**config.mk**
```make
export PLATFORM = sky130hd
export DESIGN_NAME = bit_invert_instruction
export DESIGN_NICKNAME = d
export VERILOG_FILES = /design/src/verilog/bit_invert_pkg.sv /design/src/verilog/bit_invert_instruction.sv
export VERILOG_INCLUDE_DIRS = /design/src /design/src/verilog
export SDC_FILE = /design/constraint.sdc
export NUM_CORES = 1
export LEC_CHECK = 0
export CAP_MARGIN = 0
export CORE_ASPECT_RATIO = 1.1
export CORE_UTILIZATION = 55
export DETAILED_ROUTE_END_ITERATION = 6
export DONT_BUFFER_PORTS = 1
export PLACE_DENSITY = 0.7
export SYNTH_ARGS = -nofsm -noshare
export SYNTH_HDL_FRONTEND = slang
export SYNTH_SLANG_ARGS = --single-unit
```
**constraint.sdc**
```tcl
create_clock -name clk_sys -period 4.2 [get_ports clk_sys]
set_input_delay 0.21 -clock clk_sys [delete_from_list [all_inputs] [get_ports clk_sys]]
set_output_delay 0.21 -clock clk_sys [all_outputs]
set_load 0.01 [all_outputs]
```
**src/verilog/bit_invert_cfg.svh**
```systemverilog
// constants for the bit-invert instruction executor
`ifndef BIT_INVERT_CFG_SVH
`define BIT_INVERT_CFG_SVH
`define OPCODE_HI 4'h7
`define ACCESS_SPLIT 8'h60
`define INDEXED_LIMIT 8'h5F
`define ACCESS_SFR_BANK 4'hF
`define SKIP_NOP_CYCLES 2'h2
`define OPCODE_MSB 15
`define OPCODE_LSB 12
`define BIT_SEL_MSB 11
`define BIT_SEL_LSB 9
`define BANK_SEL_BIT 8
`define REG_F_MSB 7
`define REG_F_LSB 0
`define MIN_ADDR_W 12
`endif

```
**src/verilog/bit_invert_pkg.sv**
```systemverilog
// types for the bit-invert instruction executor
package bit_invert_pkg;
   typedef enum logic [1:0] {
      PH_Q1,
      PH_Q2,
      PH_Q3,
      PH_Q4
   } phase_t;
   typedef enum logic [1:0] {
      ST_IDLE,
      ST_EXEC,
      ST_SKIP
   } exec_state_t;
endpackage

```
**src/verilog/bit_invert_instruction.sv**
```systemverilog
// bit-invert instruction decode and execute core slice
`timescale 1ns/1ps
`include "bit_invert_cfg.svh"

module bit_invert_instruction #(
   parameter int ADDR_W = 12
) (
   // clock and reset
   input wire logic clk_sys,
   input wire logic reset_n,
   // instruction fetch
   input wire logic instr_valid,
   input wire logic [15:0] instr_word,
   input wire logic skip_two_word,
   input wire logic extended_set_en,
   // core registers
   input wire logic [3:0] bank_selection_register,
   input wire logic [ADDR_W-1:0] index_base,
   // data memory port
   output logic [ADDR_W-1:0] mem_addr,
   output logic mem_rd,
   input wire logic [7:0] mem_rdata,
   output logic mem_wr,
   output logic [7:0] mem_wdata,
   // status
   output logic instr_ready,
   output logic instr_done,
   output logic status_write_en
);

   // --------------------------------------------------
   // elaboration checks
   // --------------------------------------------------
   // bank concatenations and the access split need at least twelve address bits
   if (ADDR_W < `MIN_ADDR_W) begin : gen_addr_w_check
      $error("ADDR_W must be at least 12");
   end

   // --------------------------------------------------
   // declarations
   // --------------------------------------------------
   // sequencer state
   bit_invert_pkg::exec_state_t state_q;
   bit_invert_pkg::exec_state_t state_d;
   bit_invert_pkg::phase_t phase_q;
   bit_invert_pkg::phase_t phase_d;
   logic [1:0] skip_cnt_q;
   logic [1:0] skip_cnt_d;
   // datapath state
   logic [2:0] bit_sel_q;
   logic [2:0] bit_sel_d;
   logic [ADDR_W-1:0] addr_q;
   logic [ADDR_W-1:0] addr_d;
   logic [7:0] data_q;
   logic [7:0] data_d;
   // decode results
   logic [3:0] opcode;
   logic [2:0] bit_field;
   logic bank_a;
   logic [7:0] reg_f;
   logic is_invert;
   logic use_indexed;
   logic in_access_low;
   logic start_exec;
   logic start_skip;
   logic [7:0] toggle_mask;
   logic [ADDR_W-1:0] eff_addr;

   // --------------------------------------------------
   // decode and address resolution
   // --------------------------------------------------
   // split the instruction word into its fields
   assign opcode = instr_word[`OPCODE_MSB:`OPCODE_LSB];
   assign bit_field = instr_word[`BIT_SEL_MSB:`BIT_SEL_LSB];
   assign bank_a = instr_word[`BANK_SEL_BIT];
   assign reg_f = instr_word[`REG_F_MSB:`REG_F_LSB];

   assign is_invert = (opcode == `OPCODE_HI);

   // indexed mode needs the extended set and a clear bank choice
   assign use_indexed = !bank_a && extended_set_en && (reg_f <= `INDEXED_LIMIT);
   // lower part of the access bank maps onto bank zero unless indexed mode takes the offset
   assign in_access_low = (reg_f < `ACCESS_SPLIT);

   // effective data address from bank choice
   always_comb begin
      eff_addr = '0;
      if (use_indexed) begin
         eff_addr = index_base + ADDR_W'(reg_f);
      end else if (!bank_a) begin
         if (in_access_low) begin
            eff_addr = ADDR_W'(reg_f);
         end else begin
            eff_addr = ADDR_W'({`ACCESS_SFR_BANK, reg_f});
         end
      end else begin
         eff_addr = ADDR_W'({bank_selection_register, reg_f});
      end
   end

   // --------------------------------------------------
   // start conditions
   // --------------------------------------------------
   // skip wins over a new word
   assign start_skip = skip_two_word;
   // only a matching word starts execution
   assign start_exec = instr_valid && is_invert;

   // one-hot mask for the chosen bit
   assign toggle_mask = 8'h01 << bit_sel_q;

   // --------------------------------------------------
   // phase sequencer
   // --------------------------------------------------
   // next state, phase and datapath values
   always_comb begin
      state_d = state_q;
      phase_d = phase_q;
      skip_cnt_d = skip_cnt_q;
      bit_sel_d = bit_sel_q;
      addr_d = addr_q;
      data_d = data_q;
      case (state_q)
         bit_invert_pkg::ST_IDLE: begin
            phase_d = bit_invert_pkg::PH_Q1;
            if (start_skip) begin
               state_d = bit_invert_pkg::ST_SKIP;
               skip_cnt_d = `SKIP_NOP_CYCLES;
            end else if (start_exec) begin
               state_d = bit_invert_pkg::ST_EXEC;
               bit_sel_d = bit_field;
               addr_d = eff_addr;
            end
         end
         bit_invert_pkg::ST_EXEC: begin
            case (phase_q)
               // q1 decode, nothing to move yet
               bit_invert_pkg::PH_Q1: begin
                  phase_d = bit_invert_pkg::PH_Q2;
               end
               // q2 read the addressed byte
               bit_invert_pkg::PH_Q2: begin
                  phase_d = bit_invert_pkg::PH_Q3;
                  data_d = mem_rdata;
               end
               // q3 process the data
               bit_invert_pkg::PH_Q3: begin
                  phase_d = bit_invert_pkg::PH_Q4;
                  data_d = data_q ^ toggle_mask;
               end
               // q4 write back, then idle
               bit_invert_pkg::PH_Q4: begin
                  phase_d = bit_invert_pkg::PH_Q1;
                  state_d = bit_invert_pkg::ST_IDLE;
               end
               default: begin
                  phase_d = bit_invert_pkg::PH_Q1;
                  state_d = bit_invert_pkg::ST_IDLE;
               end
            endcase
         end
         bit_invert_pkg::ST_SKIP: begin
            // nop phases keep counting through the whole cycle
            phase_d = bit_invert_pkg::phase_t'(phase_q + 2'h1);
            if (phase_q == bit_invert_pkg::PH_Q4) begin
               skip_cnt_d = skip_cnt_q - 2'h1;
               // last nop cycle ends here
               if (skip_cnt_q == 2'h1) begin
                  state_d = bit_invert_pkg::ST_IDLE;
               end
            end
         end
         default: begin
            state_d = bit_invert_pkg::ST_IDLE;
            phase_d = bit_invert_pkg::PH_Q1;
         end
      endcase
   end

   // register the sequencer
   always_ff @(posedge clk_sys or negedge reset_n) begin
      if (!reset_n) begin
         state_q <= bit_invert_pkg::ST_IDLE;
         phase_q <= bit_invert_pkg::PH_Q1;
         skip_cnt_q <= 2'h0;
         bit_sel_q <= 3'h0;
         addr_q <= '0;
         data_q <= 8'h00;
      end else begin
         state_q <= state_d;
         phase_q <= phase_d;
         skip_cnt_q <= skip_cnt_d;
         bit_sel_q <= bit_sel_d;
         addr_q <= addr_d;
         data_q <= data_d;
      end
   end

   // --------------------------------------------------
   // memory port and status
   // --------------------------------------------------
   // read in q2, write in q4
   always_comb begin
      mem_rd = (state_q == bit_invert_pkg::ST_EXEC) && (phase_q == bit_invert_pkg::PH_Q2);
      mem_wr = (state_q == bit_invert_pkg::ST_EXEC) && (phase_q == bit_invert_pkg::PH_Q4);
      instr_done = mem_wr;
   end

   // new words only in idle, never against a skip request
   assign instr_ready = (state_q == bit_invert_pkg::ST_IDLE) && !skip_two_word;

   // data outputs straight from the holding registers
   assign mem_addr = addr_q;
   assign mem_wdata = data_q;
   assign status_write_en = 1'b0;

endmodule // bit_invert_instruction

```
==> qor.log, run 1 <==
INFO  route          drtIter0Drc=124
INFO  global_route   global_route.usage.met1=29.8%
INFO  layout         layout-drive-gt1-share=5.81%
INFO  cts            path_clk_slew=0.07ns
INFO  route          finalWirelength=4460um
INFO  route          drc_errors=0
INFO  layout         layout_overhead_on_the_synthesized_area=4.40%
INFO  synth          synth_top_family_by_area=compound AO/OA/AOI/OAI gates
INFO  timing         final_min_period_over_clock_period=55.0%
INFO  global_route   grt_remaining_overflow=0
INFO  global_route   grt_antenna_before_repair=0
INFO  synth          synth_area_leader=sky130_fd_sc_hd__dfrtp_1
INFO  run            maxCapViolations=0
INFO  synth          synth_top_area_share=33.6%
INFO  floorplanning  die-area=4180um^2
INFO  synth          synth.ff_latch_count=29
INFO  cts            cts.htree.levels=2
INFO  critical_path  worst_path_max_delay_cell=sky130_fd_sc_hd__and3_1
INFO  layout         finish.cell_count_without_fillers=308
INFO  synth          muxShareOfSynthArea=2.32%
INFO  timing         fin_hold_ws=0.0329ns
INFO  place          placedCellCount=298
INFO  timing         fmaxAchievable=433MHz
INFO  cts            cts_inserted_buffers=5
INFO  global_route   first_global_vias=1635
INFO  synth          netlist_instances=264
INFO  timing         report.final.setup_viol=0
INFO  route          final_antenna_net_count=0
INFO  global_route   grt_pass1_wl=7190um
INFO  synth          synthesis.nets=326
INFO  synth          synth.distinct_cells=46
INFO  route          dr_total_vias=1811
INFO  pwr            peakVddDrop=0.161mV
INFO  cts            clock_tree.buffer_depth=2
INFO  floorplanning  io-pin-count=70
INFO  synth          synth_top_cells_by_count=31 x sky130_fd_sc_hd__nand2_1, 29 x sky130_fd_sc_hd__dfrtp_1, 25 x sky130_fd_sc_hd__a21oi_1
INFO  global_route   largest_net_degree_at_the_start_of_global_routing=30
INFO  layout         antenna-diode-count=0
INFO  synth          postSynthAreaPerCell=8.18um^2
INFO  global_route   grtUsageTotal=23.2%
INFO  pwr            power.static_leakage=1.05nW
INFO  pwr            p_total=0.000994W
INFO  synth          synth_simple_gate_area_share=22.4%
INFO  synth          synth.area.top_cells=sky130_fd_sc_hd__dfrtp_1 34%, sky130_fd_sc_hd__ha_1 9.3%, sky130_fd_sc_hd__a21oi_1 5.8%
INFO  route          route.detailed.vias_per_inst=5.88
INFO  synth          netlist_area=2160um^2
INFO  place          gp_congestion=0.782
INFO  critical_path  critical_path.most_common_cell=sky130_fd_sc_hd__inv_1
INFO  cts            cts_tree=built
INFO  timing         maxSlewViolCount=0
INFO  timing         setup-tns-final=0ns
INFO  synth          synthAdderAreaFrac=10.2%
INFO  layout         final_cell_area=2260um^2
INFO  critical_path  crit_family=compound AO/OA/AOI/OAI gates
INFO  critical_path  critical_path.endpoint_type=flop
INFO  cts            clk_latency=0.28ns
INFO  critical_path  timing.critical_path.cells=inv_1 > ha_1 > nand2b_4 > inv_1 > and3_1 > o21ai_2 > a2111oi_0 > a211oi_1
INFO  timing         final.min_clock_period=2.31ns
INFO  synth          compound_gate_portion_of_the_synthesized_area=24.6%
INFO  critical_path  wp_data_arrival=2.45ns
INFO  route          wl_per_cell=14.5um
INFO  pwr            pwr-share-clk=22.3%
INFO  cts            clkSinkCount=29
INFO  cts            cells_resized_by_post_cts_repair=0
INFO  floorplanning  core_area=3710um^2
INFO  critical_path  cp_max_fo=15
INFO  pwr            power.share.combinational=30.7%
INFO  critical_path  path_buf_inv=2
INFO  pwr            power.switching=0.000383W
INFO  place          numPortBuffers=0
INFO  synth          synthXorXnorAreaFrac=0.405%
INFO  outcome        run_status=finished, final reports clean
INFO  route          detail_route.first_pass.iterations=4
INFO  synth          synth-main-ff-cell=sky130_fd_sc_hd__dfrtp_1
INFO  critical_path  worst-endpoint-required=4.34ns
INFO  layout         final_nets=319
INFO  global_route   busiest_layer=met2
INFO  floorplanning  die_height=67.7um
INFO  timing         clock-skew-final=0.00553ns
INFO  floorplanning  chipWidth=61.8um
INFO  critical_path  max_stage_delay=0.56ns
INFO  pwr            total_internal_power=0.000611W
INFO  synth          ys.warnings.count=0
INFO  timing         tightest_slew=0.766ns
INFO  min_path       min-delay-path-class=in2reg
INFO  synth          ys_seq_area_share=33.6%
INFO  critical_path  setup.worst_path.start_class=flop
INFO  pwr            p_sw_share=38.5%
INFO  layout         num-fill-cells=321
INFO  timing         slew_headroom=48.8%
INFO  floorplanning  std_cell_rows=23
INFO  pwr            seq_power_share=47.0%
INFO  place          dpl-instance-area=2140um^2
INFO  global_route   met2_usage=37.0%
INFO  timing         grt_setup_unrepaired=no
INFO  critical_path  path_class=reg2reg
INFO  synth          synth_enable_flop_cells=0
INFO  global_route   groute.layer.met3.usage=6.51%
INFO  cts            ctsRootBufferMaster=sky130_fd_sc_hd__clkbuf_8
INFO  synth          yosysMostFrequentCell=sky130_fd_sc_hd__nand2_1
INFO  timing         hold_viol_final=0
INFO  synth          async_flop_share=100%
INFO  place          detailedPlacementHpwl=3430um
INFO  pwr            power_density=441nW/um^2
INFO  floorplanning  start_util=58.2%
==> final timing paths <==
check | startpoint | endpoint | slack (ns) | cells past startpoint
worst min-delay path | instr_word[11] | bit_sel_q[2] | 0.03 | 2
worst max register to register | state_q[1] | mem_addr[11] | 1.89 | 8
max in group asynchronous | reset_n | mem_addr[2] | 3.67 | 2
worst max-delay path | state_q[1] | mem_addr[11] | 1.89 | 8
worst min register to register | mem_addr[1] | mem_addr[1] | 0.56 | 2
min in group asynchronous | reset_n | phase_q[0] | 0.36 | 2
==> cells by family after synthesis <==
kind of cell / after synthesis
AOI/OAI and AO/OA: 84
xor gates and xnor gates: 1
adders and majority gates: 17
buffers and inverters: 31
DFF: 29
muxes: 5
other: 1
and+or+nand+nor: 96
==> metrics by stage <==
stage,setup WS [ns],utilization (%)
6_report,1.89,60.8
3_5_place_dp,1.88,57.7
3_3_place_gp,2.02,57.7
5_1_grt,1.47,60.8
2_1_floorplan,2.41,-
4_1_cts,1.88,60.8
==> timing repair <==
action | in CTS | in global routing
setup buffers | 0 | 0
endpoints found under the hold margin | 29 | 0
hold buffers | 2 | 0
==> placed cells by master, fill, tap and decap left out, drive strengths merged, types with 2 or more instances in the layout <==
cell / Yosys / final
a2111oi: 2 / 2
a211oi: 5 / 5
a21o: 7 / 7
a21oi: 25 / 25
a221oi: 2 / 2
a31oi: 3 / 3
and2: 4 / 4
and3: 4 / 4
clkbuf: 9 / 6
clkinv: 0 / 2
dfrtp: 29 / 29
ha: 16 / 16
inv: 15 / 15
mux2i: 5 / 5
nand2: 31 / 31
nand2b: 3 / 3
nand3: 15 / 15
nor2: 13 / 13
nor2b: 8 / 8
nor3: 8 / 8
nor3b: 2 / 2
nor4: 2 / 2
o21a: 2 / 2
o21ai: 22 / 22
o22ai: 11 / 11
or3: 2 / 2
==> worst reg2reg max path, stage by stage, from the launching register on <==
cell                        delay, ns
sky130_fd_sc_hd__dfrtp_1         0.37
sky130_fd_sc_hd__inv_1           0.11
sky130_fd_sc_hd__ha_1            0.25
sky130_fd_sc_hd__nand2b_4        0.07
sky130_fd_sc_hd__inv_1           0.15
sky130_fd_sc_hd__and3_1          0.56
sky130_fd_sc_hd__o21ai_2         0.15
sky130_fd_sc_hd__a2111oi_0       0.42
sky130_fd_sc_hd__a211oi_1        0.09
==> final cells by class <==
type | instances | area [um^2] | area share, %
multi-input cells | 204 | 1300 | 57.6
flip-flops and latches | 29 | 726 | 32.2
inverters | 15 | 56.3 | 2.50
repair buffers | 2 | 30.0 | 1.33
well taps | 50 | 62.6 | 2.77
clock inverters | 2 | 10.0 | 0.444
clock buffers | 6 | 72.6 | 3.22
==> power by group through the flow <==
stage          Clock [W]  Sequential [W]  Combinational [W]
6_report        0.000222        0.000467           0.000305
5_1_grt         0.000237        0.000483           0.000361
4_1_cts         0.000227        0.000469           0.000309
3_5_place_dp           0        0.000473           0.000300
3_3_place_gp           0        0.000471           0.000294
2_1_floorplan          0        0.000442           0.000267
==> flip-flops by register name, indices dropped and copies added, names as in the netlist <==
signal / count
mem_addr: 12
bit_sel_q: 3
mem_wdata: 8
phase_q: 2
skip_cnt_q: 2
state_q: 2
==> metal layers <==
layer	wire length [um]	vias to the layer above
met5	0	-
met4	48	0
met3	268	5
met2	2170	45
met1	1970	834
li1	-	927
Power figures use the tool's default switching activity.
==> run 2: changes to the inputs <==
--- a/config.mk
+++ b/config.mk
@@ -6,6 +6,7 @@
 export SDC_FILE = /design/constraint.sdc
 export NUM_CORES = 1
 export LEC_CHECK = 0
+export ABC_AREA = 1
 export CAP_MARGIN = 0
 export CORE_ASPECT_RATIO = 1.1
 export CORE_UTILIZATION = 55
==> constraint.sdc (replaced) <==
create_clock -name clk_sys -period 2.35 [get_ports clk_sys]
set_input_delay 0.1175 -clock clk_sys [delete_from_list [all_inputs] [get_ports clk_sys]]
set_output_delay 0.1175 -clock clk_sys [all_outputs]
set_load 0.01 [all_outputs]
==> qor.log, run 2 <==
INFO  synth          compound_gate_portion_of_the_synthesized_area=14.8% [was 24.6%]
INFO  pwr            peakVddDrop=0.301mV [was 0.161 mV]
INFO  timing         final.min_clock_period=1.84ns [was 2.31 ns]
INFO  layout         ff_latch_area=726um^2 [unchanged]
INFO  timing         fmaxAchievable=543MHz [was 433 MHz]
INFO  cts            cts_inserted_buffers=5 [unchanged]
INFO  synth          synth.area.top_cells=sky130_fd_sc_hd__dfrtp_1 34%, sky130_fd_sc_hd__nand2_1 13%, sky130_fd_sc_hd__ha_1 9.3% [was sky130_fd_sc_hd__dfrtp_1 34%, sky130_fd_sc_hd__ha_1 9.3%, sky130_fd_sc_hd__a21oi_1 5.8%]
INFO  route          route.detailed.vias_per_inst=5.15 [was 5.88]
INFO  global_route   largest_net_degree_at_the_start_of_global_routing=30 [unchanged]
INFO  layout         antenna-diode-count=0 [unchanged]
INFO  cts            cts.htree.levels=2 [unchanged]
INFO  synth          netlist_area=2160um^2 [about the same]
INFO  floorplanning  start_util=58.6% [was 58.2%]
INFO  layout         final_nets=365 [was 319]
INFO  floorplanning  chipWidth=61.7um [was 61.8 um]
INFO  pwr            total_internal_power=0.00124W [was 0.000611 W]
INFO  place          numPortBuffers=0 [unchanged]
INFO  synth          ys.warnings.count=0 [unchanged]
INFO  pwr            pwr-share-clk=18.5% [was 22.3%]
INFO  layout         postLayoutCoreUtil=62.9% [was 60.8%]
INFO  critical_path  r2r_startpoint=state_q[0] [was state_q[1]]
INFO  global_route   grt_pass1_wl=6790um [was 7190 um]
INFO  route          finalWirelength=4240um [was 4460 um]
INFO  critical_path  setup.worst_path.start=state_q[0] [was state_q[1]]
INFO  floorplanning  io-pin-count=70 [unchanged]
INFO  layout         final_common_cell=sky130_fd_sc_hd__nand2_1 [unchanged]
INFO  critical_path  regToRegSetupSlack=0.51ns [was 1.89 ns]
INFO  timing         tightest_slew=0.554ns [was 0.766 ns]
INFO  timing         hold_viol_final=0 [unchanged]
INFO  timing         report.final.setup_viol=0 [unchanged]
INFO  layout         layout_overhead_on_the_synthesized_area=7.48% [was 4.40%]
INFO  layout         num-fill-cells=354 [was 321]
INFO  critical_path  setup.worst_path.start_class=flop [unchanged]
INFO  pwr            power.share.combinational=36.2% [was 30.7%]
INFO  route          drtIter0Drc=51 [was 124]
INFO  place          gp_congestion=0.781 [was 0.782]
INFO  route          final_antenna_net_count=0 [unchanged]
INFO  timing         maxSlewViolCount=0 [unchanged]
INFO  pwr            p_sw_share=41.2% [was 38.5%]
INFO  synth          postSynthAreaPerCell=7.26um^2 [was 8.18 um^2]
INFO  timing         clock-skew-final=0.00656ns [was 0.00553 ns]
INFO  synth          netlist_instances=297 [was 264]
INFO  synth          synth_simple_gate_area_share=26.3% [was 22.4%]
INFO  critical_path  path_class=reg2reg [unchanged]
INFO  synth          synth_enable_flop_cells=0 [unchanged]
INFO  synth          synth_top_cells_by_count=73 x sky130_fd_sc_hd__nand2_1, 45 x sky130_fd_sc_hd__inv_1, 29 x sky130_fd_sc_hd__dfrtp_1 [was 31 x sky130_fd_sc_hd__nand2_1, 29 x sky130_fd_sc_hd__dfrtp_1, 25 x sky130_fd_sc_hd__a21oi_1]
INFO  synth          synthAdderAreaFrac=10.2% [about the same]
INFO  timing         setup-tns-final=0ns [unchanged]
INFO  synth          muxShareOfSynthArea=0% [was 2.32%]
INFO  timing         grt_setup_unrepaired=no [unchanged]
INFO  synth          async_flop_share=100% [unchanged]
INFO  synth          synth-main-ff-cell=sky130_fd_sc_hd__dfrtp_1 [unchanged]
INFO  floorplanning  std_cell_rows=23 [unchanged]
INFO  global_route   grt_antenna_before_repair=0 [unchanged]
INFO  route          drc_errors=0 [unchanged]
INFO  synth          yosysMostFrequentCell=sky130_fd_sc_hd__nand2_1 [unchanged]
INFO  timing         slew_headroom=62.9% [was 48.8%]
INFO  run            maxCapViolations=0 [unchanged]
INFO  global_route   grtUsageTotal=22.2% [was 23.2%]
INFO  cts            cts_tree=built [unchanged]
INFO  pwr            seq_power_share=45.3% [was 47.0%]
INFO  place          detailedPlace.worstSlack=0.491ns [was 1.88 ns]
INFO  critical_path  cp_max_fo=18 [was 15]
INFO  synth          synth.distinct_cells=31 [was 46]
INFO  synth          synth.ff_latch_count=29 [unchanged]
INFO  floorplanning  core_area=3680um^2 [was 3710 um^2]
INFO  min_path       worstHoldStart=instr_word[3] [was instr_word[11]]
INFO  layout         layout-drive-gt1-share=5.59% [was 5.81%]
INFO  route          detail_route.first_pass.iterations=6 [was 4]
INFO  layout         commonest_non_fill_non_tap_cells_in_the_layout=73 x sky130_fd_sc_hd__nand2_1, 45 x sky130_fd_sc_hd__inv_1, 29 x sky130_fd_sc_hd__dfrtp_1 [was 31 x sky130_fd_sc_hd__nand2_1, 29 x sky130_fd_sc_hd__dfrtp_1, 25 x sky130_fd_sc_hd__a21oi_1]
INFO  floorplanning  die_height=67.7um [about the same]
INFO  floorplanning  die-area=4180um^2 [about the same]
INFO  cts            path_clk_slew=0.06ns [was 0.07 ns]
INFO  outcome        run_status=finished, final reports clean [unchanged]
INFO  pwr            power.static_leakage=1.20nW [was 1.05 nW]
INFO  synth          synth_top_family_by_area=simple AND/OR/NAND/NOR gates [was compound AO/OA/AOI/OAI gates]
INFO  global_route   first_global_vias=1669 [was 1635]
INFO  cts            clock_tree.buffer_depth=2 [unchanged]
INFO  critical_path  wp_data_arrival=2.00ns [was 2.45 ns]
INFO  cts            cells_resized_by_post_cts_repair=0 [unchanged]
INFO  timing         final_min_period_over_clock_period=78.4% [was 55.0%]
INFO  route          dr_total_vias=1822 [was 1811]
INFO  synth          synth_area_leader=sky130_fd_sc_hd__dfrtp_1 [unchanged]
INFO  synth          synthesis.nets=359 [was 326]
INFO  place          detailedPlacementHpwl=3390um [was 3430 um]
INFO  pwr            power_density=907nW/um^2 [was 441 nW/um^2]
INFO  synth          synthXorXnorAreaFrac=4.47% [was 0.405%]
INFO  critical_path  critical_path.endpoint_type=flop [unchanged]
INFO  layout         multiInputGateArea=1210um^2 [was 1300 um^2]
INFO  synth          ys_seq_area_share=33.6% [about the same]
INFO  global_route   grt_remaining_overflow=0 [unchanged]
INFO  critical_path  worst-endpoint-required=2.51ns [was 4.34 ns]
INFO  layout         largest_reg_flops=12 [unchanged]
INFO  cts            clkSinkCount=29 [unchanged]
INFO  pwr            power.switching=0.000866W [was 0.000383 W]
INFO  min_path       min-delay-path-class=in2reg [unchanged]
INFO  synth          synth_top_area_share=33.6% [about the same]
INFO  timing         post-route-worst-setup-slack=0.507ns [was 1.89 ns]
INFO  cts            ctsRootBufferMaster=sky130_fd_sc_hd__clkbuf_8 [unchanged]
INFO  cts            cts_setup_buffers=0 [unchanged]
INFO  cts            clk_latency=0.28ns [about the same]
INFO  route          wl_per_cell=12.0um [was 14.5 um]
## run 2: area by class of cell
| cell class | count | share of cell area, % |
|---|---|---|
| clock buffer | 8 | 3.45 |
| inverter | 46 | 7.45 |
| multi-input combinational | 215 | 52.1 |
| sequential | 29 | 31.3 |
| tap | 50 | 2.70 |
| timing repair buffer | 6 | 3.02 |
## run 2: critical path: stages (launching register included)
cell and delay (ns):
sky130_fd_sc_hd__dfrtp_1 0.38, sky130_fd_sc_hd__inv_1 0.10, sky130_fd_sc_hd__ha_1 0.20, sky130_fd_sc_hd__inv_1 0.09
sky130_fd_sc_hd__nor3_4 0.51, sky130_fd_sc_hd__nand2_1 0.21, sky130_fd_sc_hd__a21oi_1 0.16, sky130_fd_sc_hd__a21boi_1 0.07
## run 2: layer usage
| metal | GRT usage, % | vias to the layer above | wire length, um |
|---|---|---|---|
| li1 | - | 957 | - |
| met1 | 23.2 | 814 | 1730 |
| met2 | 39.7 | 49 | 2170 |
| met3 | 8.24 | 2 | 304 |
| met4 | 8.06 | 0 | 32 |
| met5 | 0 | - | 0 |
## run 2: cells by family after synthesis
group                    count (synthesis)
AO/OA/AOI/OAI                           57
AND/OR/NAND/NOR                        129
other                                    1
flip-flops                              29
adder cells (fa/ha/maj)                 17
XOR/XNOR                                11
buffers and inverters                   53
## run 2: through the flow
| stage | cell area, um^2 | power [W] | hold slack, ns | cells |
|---|---|---|---|---|
| floorplan | 2160 | 0.00156 | -0.178 | 297 |
| CTS | 2320 | 0.00213 | 0.00711 | 354 |
| global placement | 2170 | 0.00168 | -0.177 | 340 |
| finish | 2320 | 0.00210 | 0.0152 | 354 |
| detailed placement | 2170 | 0.00171 | -0.177 | 340 |
| global route | 2320 | 0.00229 | 0.0203 | 354 |
## run 2: timing repair
item,CTS,global route
hold buffers,6,0
hold endpoints to repair,33,0
endpoints found under the setup margin,0,0
## run 2: final timing paths
kind	endpoint	cells after the start
max	mem_addr[9]	7
min	mem_addr[3]	2
max reg2reg	mem_addr[9]	7
min reg2reg	skip_cnt_q[0]	1
max in group asynchronous	mem_addr[4]	2
min in group asynchronous	mem_wdata[4]	2
## run 2: power groups by stage
stage               Sequential (W)  Clock [W]  Combinational [W]
floorplan                 0.000903          0           0.000654
global placement          0.000957          0           0.000728
detailed placement        0.000963          0           0.000750
CTS                       0.000955   0.000401           0.000775
global route              0.000986   0.000424           0.000882
finish                    0.000953   0.000389           0.000762
==> run 3: changes to the inputs <==
--- a/config.mk
+++ b/config.mk
@@ -6,13 +6,13 @@
 export SDC_FILE = /design/constraint.sdc
 export NUM_CORES = 1
 export LEC_CHECK = 0
-export ABC_AREA = 1
+export ABC_AREA = 0
 export CAP_MARGIN = 0
 export CORE_ASPECT_RATIO = 1.1
 export CORE_UTILIZATION = 55
 export DETAILED_ROUTE_END_ITERATION = 6
 export DONT_BUFFER_PORTS = 1
-export PLACE_DENSITY = 0.7
+export PLACE_DENSITY = 0.73
 export SYNTH_ARGS = -nofsm -noshare
 export SYNTH_HDL_FRONTEND = slang
 export SYNTH_SLANG_ARGS = --single-unit
==> constraint.sdc (replaced) <==
create_clock -name clk_sys -period 1.64 [get_ports clk_sys]
set_input_delay 0.082 -clock clk_sys [delete_from_list [all_inputs] [get_ports clk_sys]]
set_output_delay 0.082 -clock clk_sys [all_outputs]
set_load 0.01 [all_outputs]
==> qor.log, run 3 (same netlist as run 1, synthesis figures left out) <==
INFO  timing         grt_setup_unrepaired=yes [was no]
INFO  route          route.detailed.vias_per_inst=5.84 [was 5.15]
INFO  critical_path  cp_max_fo=5 [was 18]
INFO  cts            clk_latency=0.28ns [about the same]
INFO  layout         antenna-diode-count=0 [unchanged]
INFO  pwr            peakVddDrop=0.503mV [was 0.301 mV]
INFO  layout         final_nets=352 [was 365]
INFO  timing         post-route-worst-setup-slack=0.0623ns [was 0.507 ns]
INFO  floorplanning  die-area=4180um^2 [about the same]
INFO  timing         maxSlewViolCount=0 [unchanged]
INFO  layout         layout_overhead_on_the_synthesized_area=20.3% [was 7.48%]
INFO  place          detailedPlace.worstSlack=-0.0319ns [was 0.491 ns]
INFO  timing         hold_viol_final=0 [unchanged]
INFO  global_route   grt_antenna_before_repair=0 [unchanged]
INFO  global_route   largest_net_degree_at_the_start_of_global_routing=30 [unchanged]
INFO  route          finalWirelength=5150um [was 4240 um]
INFO  cts            cts.htree.levels=2 [unchanged]
INFO  floorplanning  start_util=58.2% [was 58.6%]
INFO  critical_path  path_class=reg2reg [unchanged]
INFO  pwr            power_density=1050nW/um^2 [was 907 nW/um^2]
INFO  floorplanning  std_cell_rows=23 [unchanged]
INFO  floorplanning  io-pin-count=70 [unchanged]
INFO  critical_path  setup.worst_path.start_class=flop [unchanged]
INFO  timing         slew_headroom=62.4% [was 62.9%]
INFO  timing         final_min_period_over_clock_period=96.2% [was 78.4%]
INFO  floorplanning  core_area=3710um^2 [was 3680 um^2]
INFO  min_path       min-delay-path-class=in2reg [unchanged]
INFO  timing         report.final.setup_viol=0 [unchanged]
INFO  critical_path  worst_path_max_delay_cell=sky130_fd_sc_hd__dfrtp_1 [was sky130_fd_sc_hd__nor3_4]
INFO  timing         tightest_slew=0.563ns [was 0.554 ns]
INFO  layout         commonest_non_fill_non_tap_cells_in_the_layout=31 x sky130_fd_sc_hd__nand2_1, 29 x sky130_fd_sc_hd__dfrtp_1, 25 x sky130_fd_sc_hd__a21oi_1 [was 73 x sky130_fd_sc_hd__nand2_1, 45 x sky130_fd_sc_hd__inv_1, 29 x sky130_fd_sc_hd__dfrtp_1]
INFO  critical_path  path_buf_inv=3 [was 2]
INFO  place          gp_congestion=0.774 [was 0.781]
INFO  layout         postLayoutCoreUtil=70.0% [was 62.9%]
INFO  global_route   first_global_vias=1893 [was 1669]
INFO  global_route   grtUsageTotal=26.3% [was 22.2%]
INFO  route          wl_per_cell=15.1um [was 12.0 um]
INFO  timing         fmaxAchievable=634MHz [was 543 MHz]
INFO  critical_path  worst-endpoint-required=1.86ns [was 2.51 ns]
INFO  cts            clkSinkCount=29 [unchanged]
INFO  cts            clock_tree.buffer_depth=2 [unchanged]
INFO  pwr            p_total=0.00274W [was 0.00210 W]
INFO  layout         layout-drive-gt1-share=14.4% [was 5.59%]
INFO  route          final_antenna_net_count=0 [unchanged]
INFO  layout         largest_reg_flops=12 [unchanged]
INFO  global_route   grt_remaining_overflow=0 [unchanged]
INFO  route          drc_errors=0 [unchanged]
INFO  floorplanning  die_height=67.7um [about the same]
INFO  timing         final.min_clock_period=1.58ns [was 1.84 ns]
INFO  cts            cts_inserted_buffers=5 [unchanged]
INFO  place          detailedPlacementHpwl=3690um [was 3390 um]
INFO  critical_path  critical_path.endpoint_type=flop [unchanged]
INFO  critical_path  timing.critical_path.cells=inv_2 > ha_4 > nand2b_4 > inv_4 > and3_4 > buf_6 > nand3_2 > or3_1 > nand3_1 [was inv_1 > ha_1 > inv_1 > nor3_4 > nand2_1 > a21oi_1 > a21boi_1]
INFO  timing         clock-skew-final=0.00676ns [was 0.00656 ns]
INFO  outcome        run_status=finished, final reports clean [unchanged]
INFO  place          numPortBuffers=0 [unchanged]
INFO  layout         final_cell_area=2600um^2 [was 2320 um^2]
INFO  cts            path_clk_slew=0.07ns [was 0.06 ns]
INFO  critical_path  crit_family=simple AND/OR/NAND/NOR gates [unchanged]
INFO  route          detail_route.first_pass.iterations=5 [was 6]
INFO  route          drtIter0Drc=88 [was 51]
INFO  run            maxCapViolations=0 [unchanged]
INFO  route          dr_total_vias=1990 [was 1822]
INFO  critical_path  max_stage_delay=0.39ns [was 0.51 ns]
INFO  global_route   grt_pass1_wl=7990um [was 6790 um]
INFO  cts            ctsRootBufferMaster=sky130_fd_sc_hd__clkbuf_8 [unchanged]
INFO  place          dpl-instance-area=2280um^2 [was 2170 um^2]
INFO  critical_path  wp_data_arrival=1.80ns [was 2.00 ns]
INFO  pwr            power.static_leakage=1.20nW [about the same]
INFO  cts            cts_tree=built [unchanged]
INFO  layout         final_common_cell=sky130_fd_sc_hd__nand2_1 [unchanged]
INFO  floorplanning  chipWidth=61.8um [was 61.7 um]
[run 3: cell types whose count changed in the layout (fill, tap and decap cells not counted), moves of 5 or more]
cell	before	now
sky130_fd_sc_hd__o22ai_1	2	11
sky130_fd_sc_hd__mux2i_1	0	5
sky130_fd_sc_hd__a21o_1	1	7
sky130_fd_sc_hd__nor2_1	23	13
sky130_fd_sc_hd__or2_2	5	0
sky130_fd_sc_hd__nor2b_1	0	8
sky130_fd_sc_hd__inv_1	45	12
sky130_fd_sc_hd__buf_4	0	14
sky130_fd_sc_hd__dlygate4sd3_1	5	16
sky130_fd_sc_hd__nand2_1	73	31
sky130_fd_sc_hd__o21ai_1	9	1
sky130_fd_sc_hd__xor2_1	10	0
sky130_fd_sc_hd__a21oi_1	15	25
[run 3: layout make-up]
cell class	instances	area (um^2)
timing repair buffer	35	324
inverter	15	58.8
multi-input combinational	204	1350
fill	310	1110
sequential	29	726
clock buffer	6	72.6
tap	50	62.6
clock inverter	2	10.0
[run 3: worst paths after layout]
path / start / to / slack [ns] / cells after the start
setup / recovery: state_q[1] / mem_addr[6] / 0.06 / 9
hold / removal: mem_rdata[4] / mem_wdata[4] / 0.003 / 2
setup reg to reg: state_q[1] / mem_addr[6] / 0.06 / 9
hold reg to reg: mem_addr[1] / mem_addr[1] / 0.56 / 2
max in group asynchronous: reset_n / phase_q[1] / 1.18 / 2
min in group asynchronous: reset_n / bit_sel_q[1] / 0.29 / 2
[run 3: layer usage]
layer	part of all wire [%]	GRT usage (%)	vias up
met5	0	0	-
met4	3.4	13.9	0
met3	4.3	4.02	16
met2	52	47.4	61
met1	40	28.8	922
li1	-	-	991
[run 3: metrics by stage]
step	setup TNS (ns)	instances	hold WS [ns]
6_report	0	341	0.00276
5_1_grt	-0.00870	341	0.0120
4_1_cts	0	339	0.00367
3_5_place_dp	-0.108	314	-0.213
3_3_place_gp	0	314	-0.213
2_1_floorplan	0	264	-0.214
[run 3: report_power, final]
part,internal [W],switching (W)
registers,0.000932,0.000271
clock network,0.000293,0.000282
logic,0.000455,0.000503
[run 3: timing repair]
| action | CTS | global route |
|---|---|---|
| hold buffers | 17 | 0 |
| hold endpoints to repair | 44 | 0 |
| resized for setup | 4 | 7 |
| buffers inserted | 0 | 1 |
| cloned | 0 | 1 |
| setup endpoints to repair | 4 | 13 |
| pin swaps | 0 | 3 |
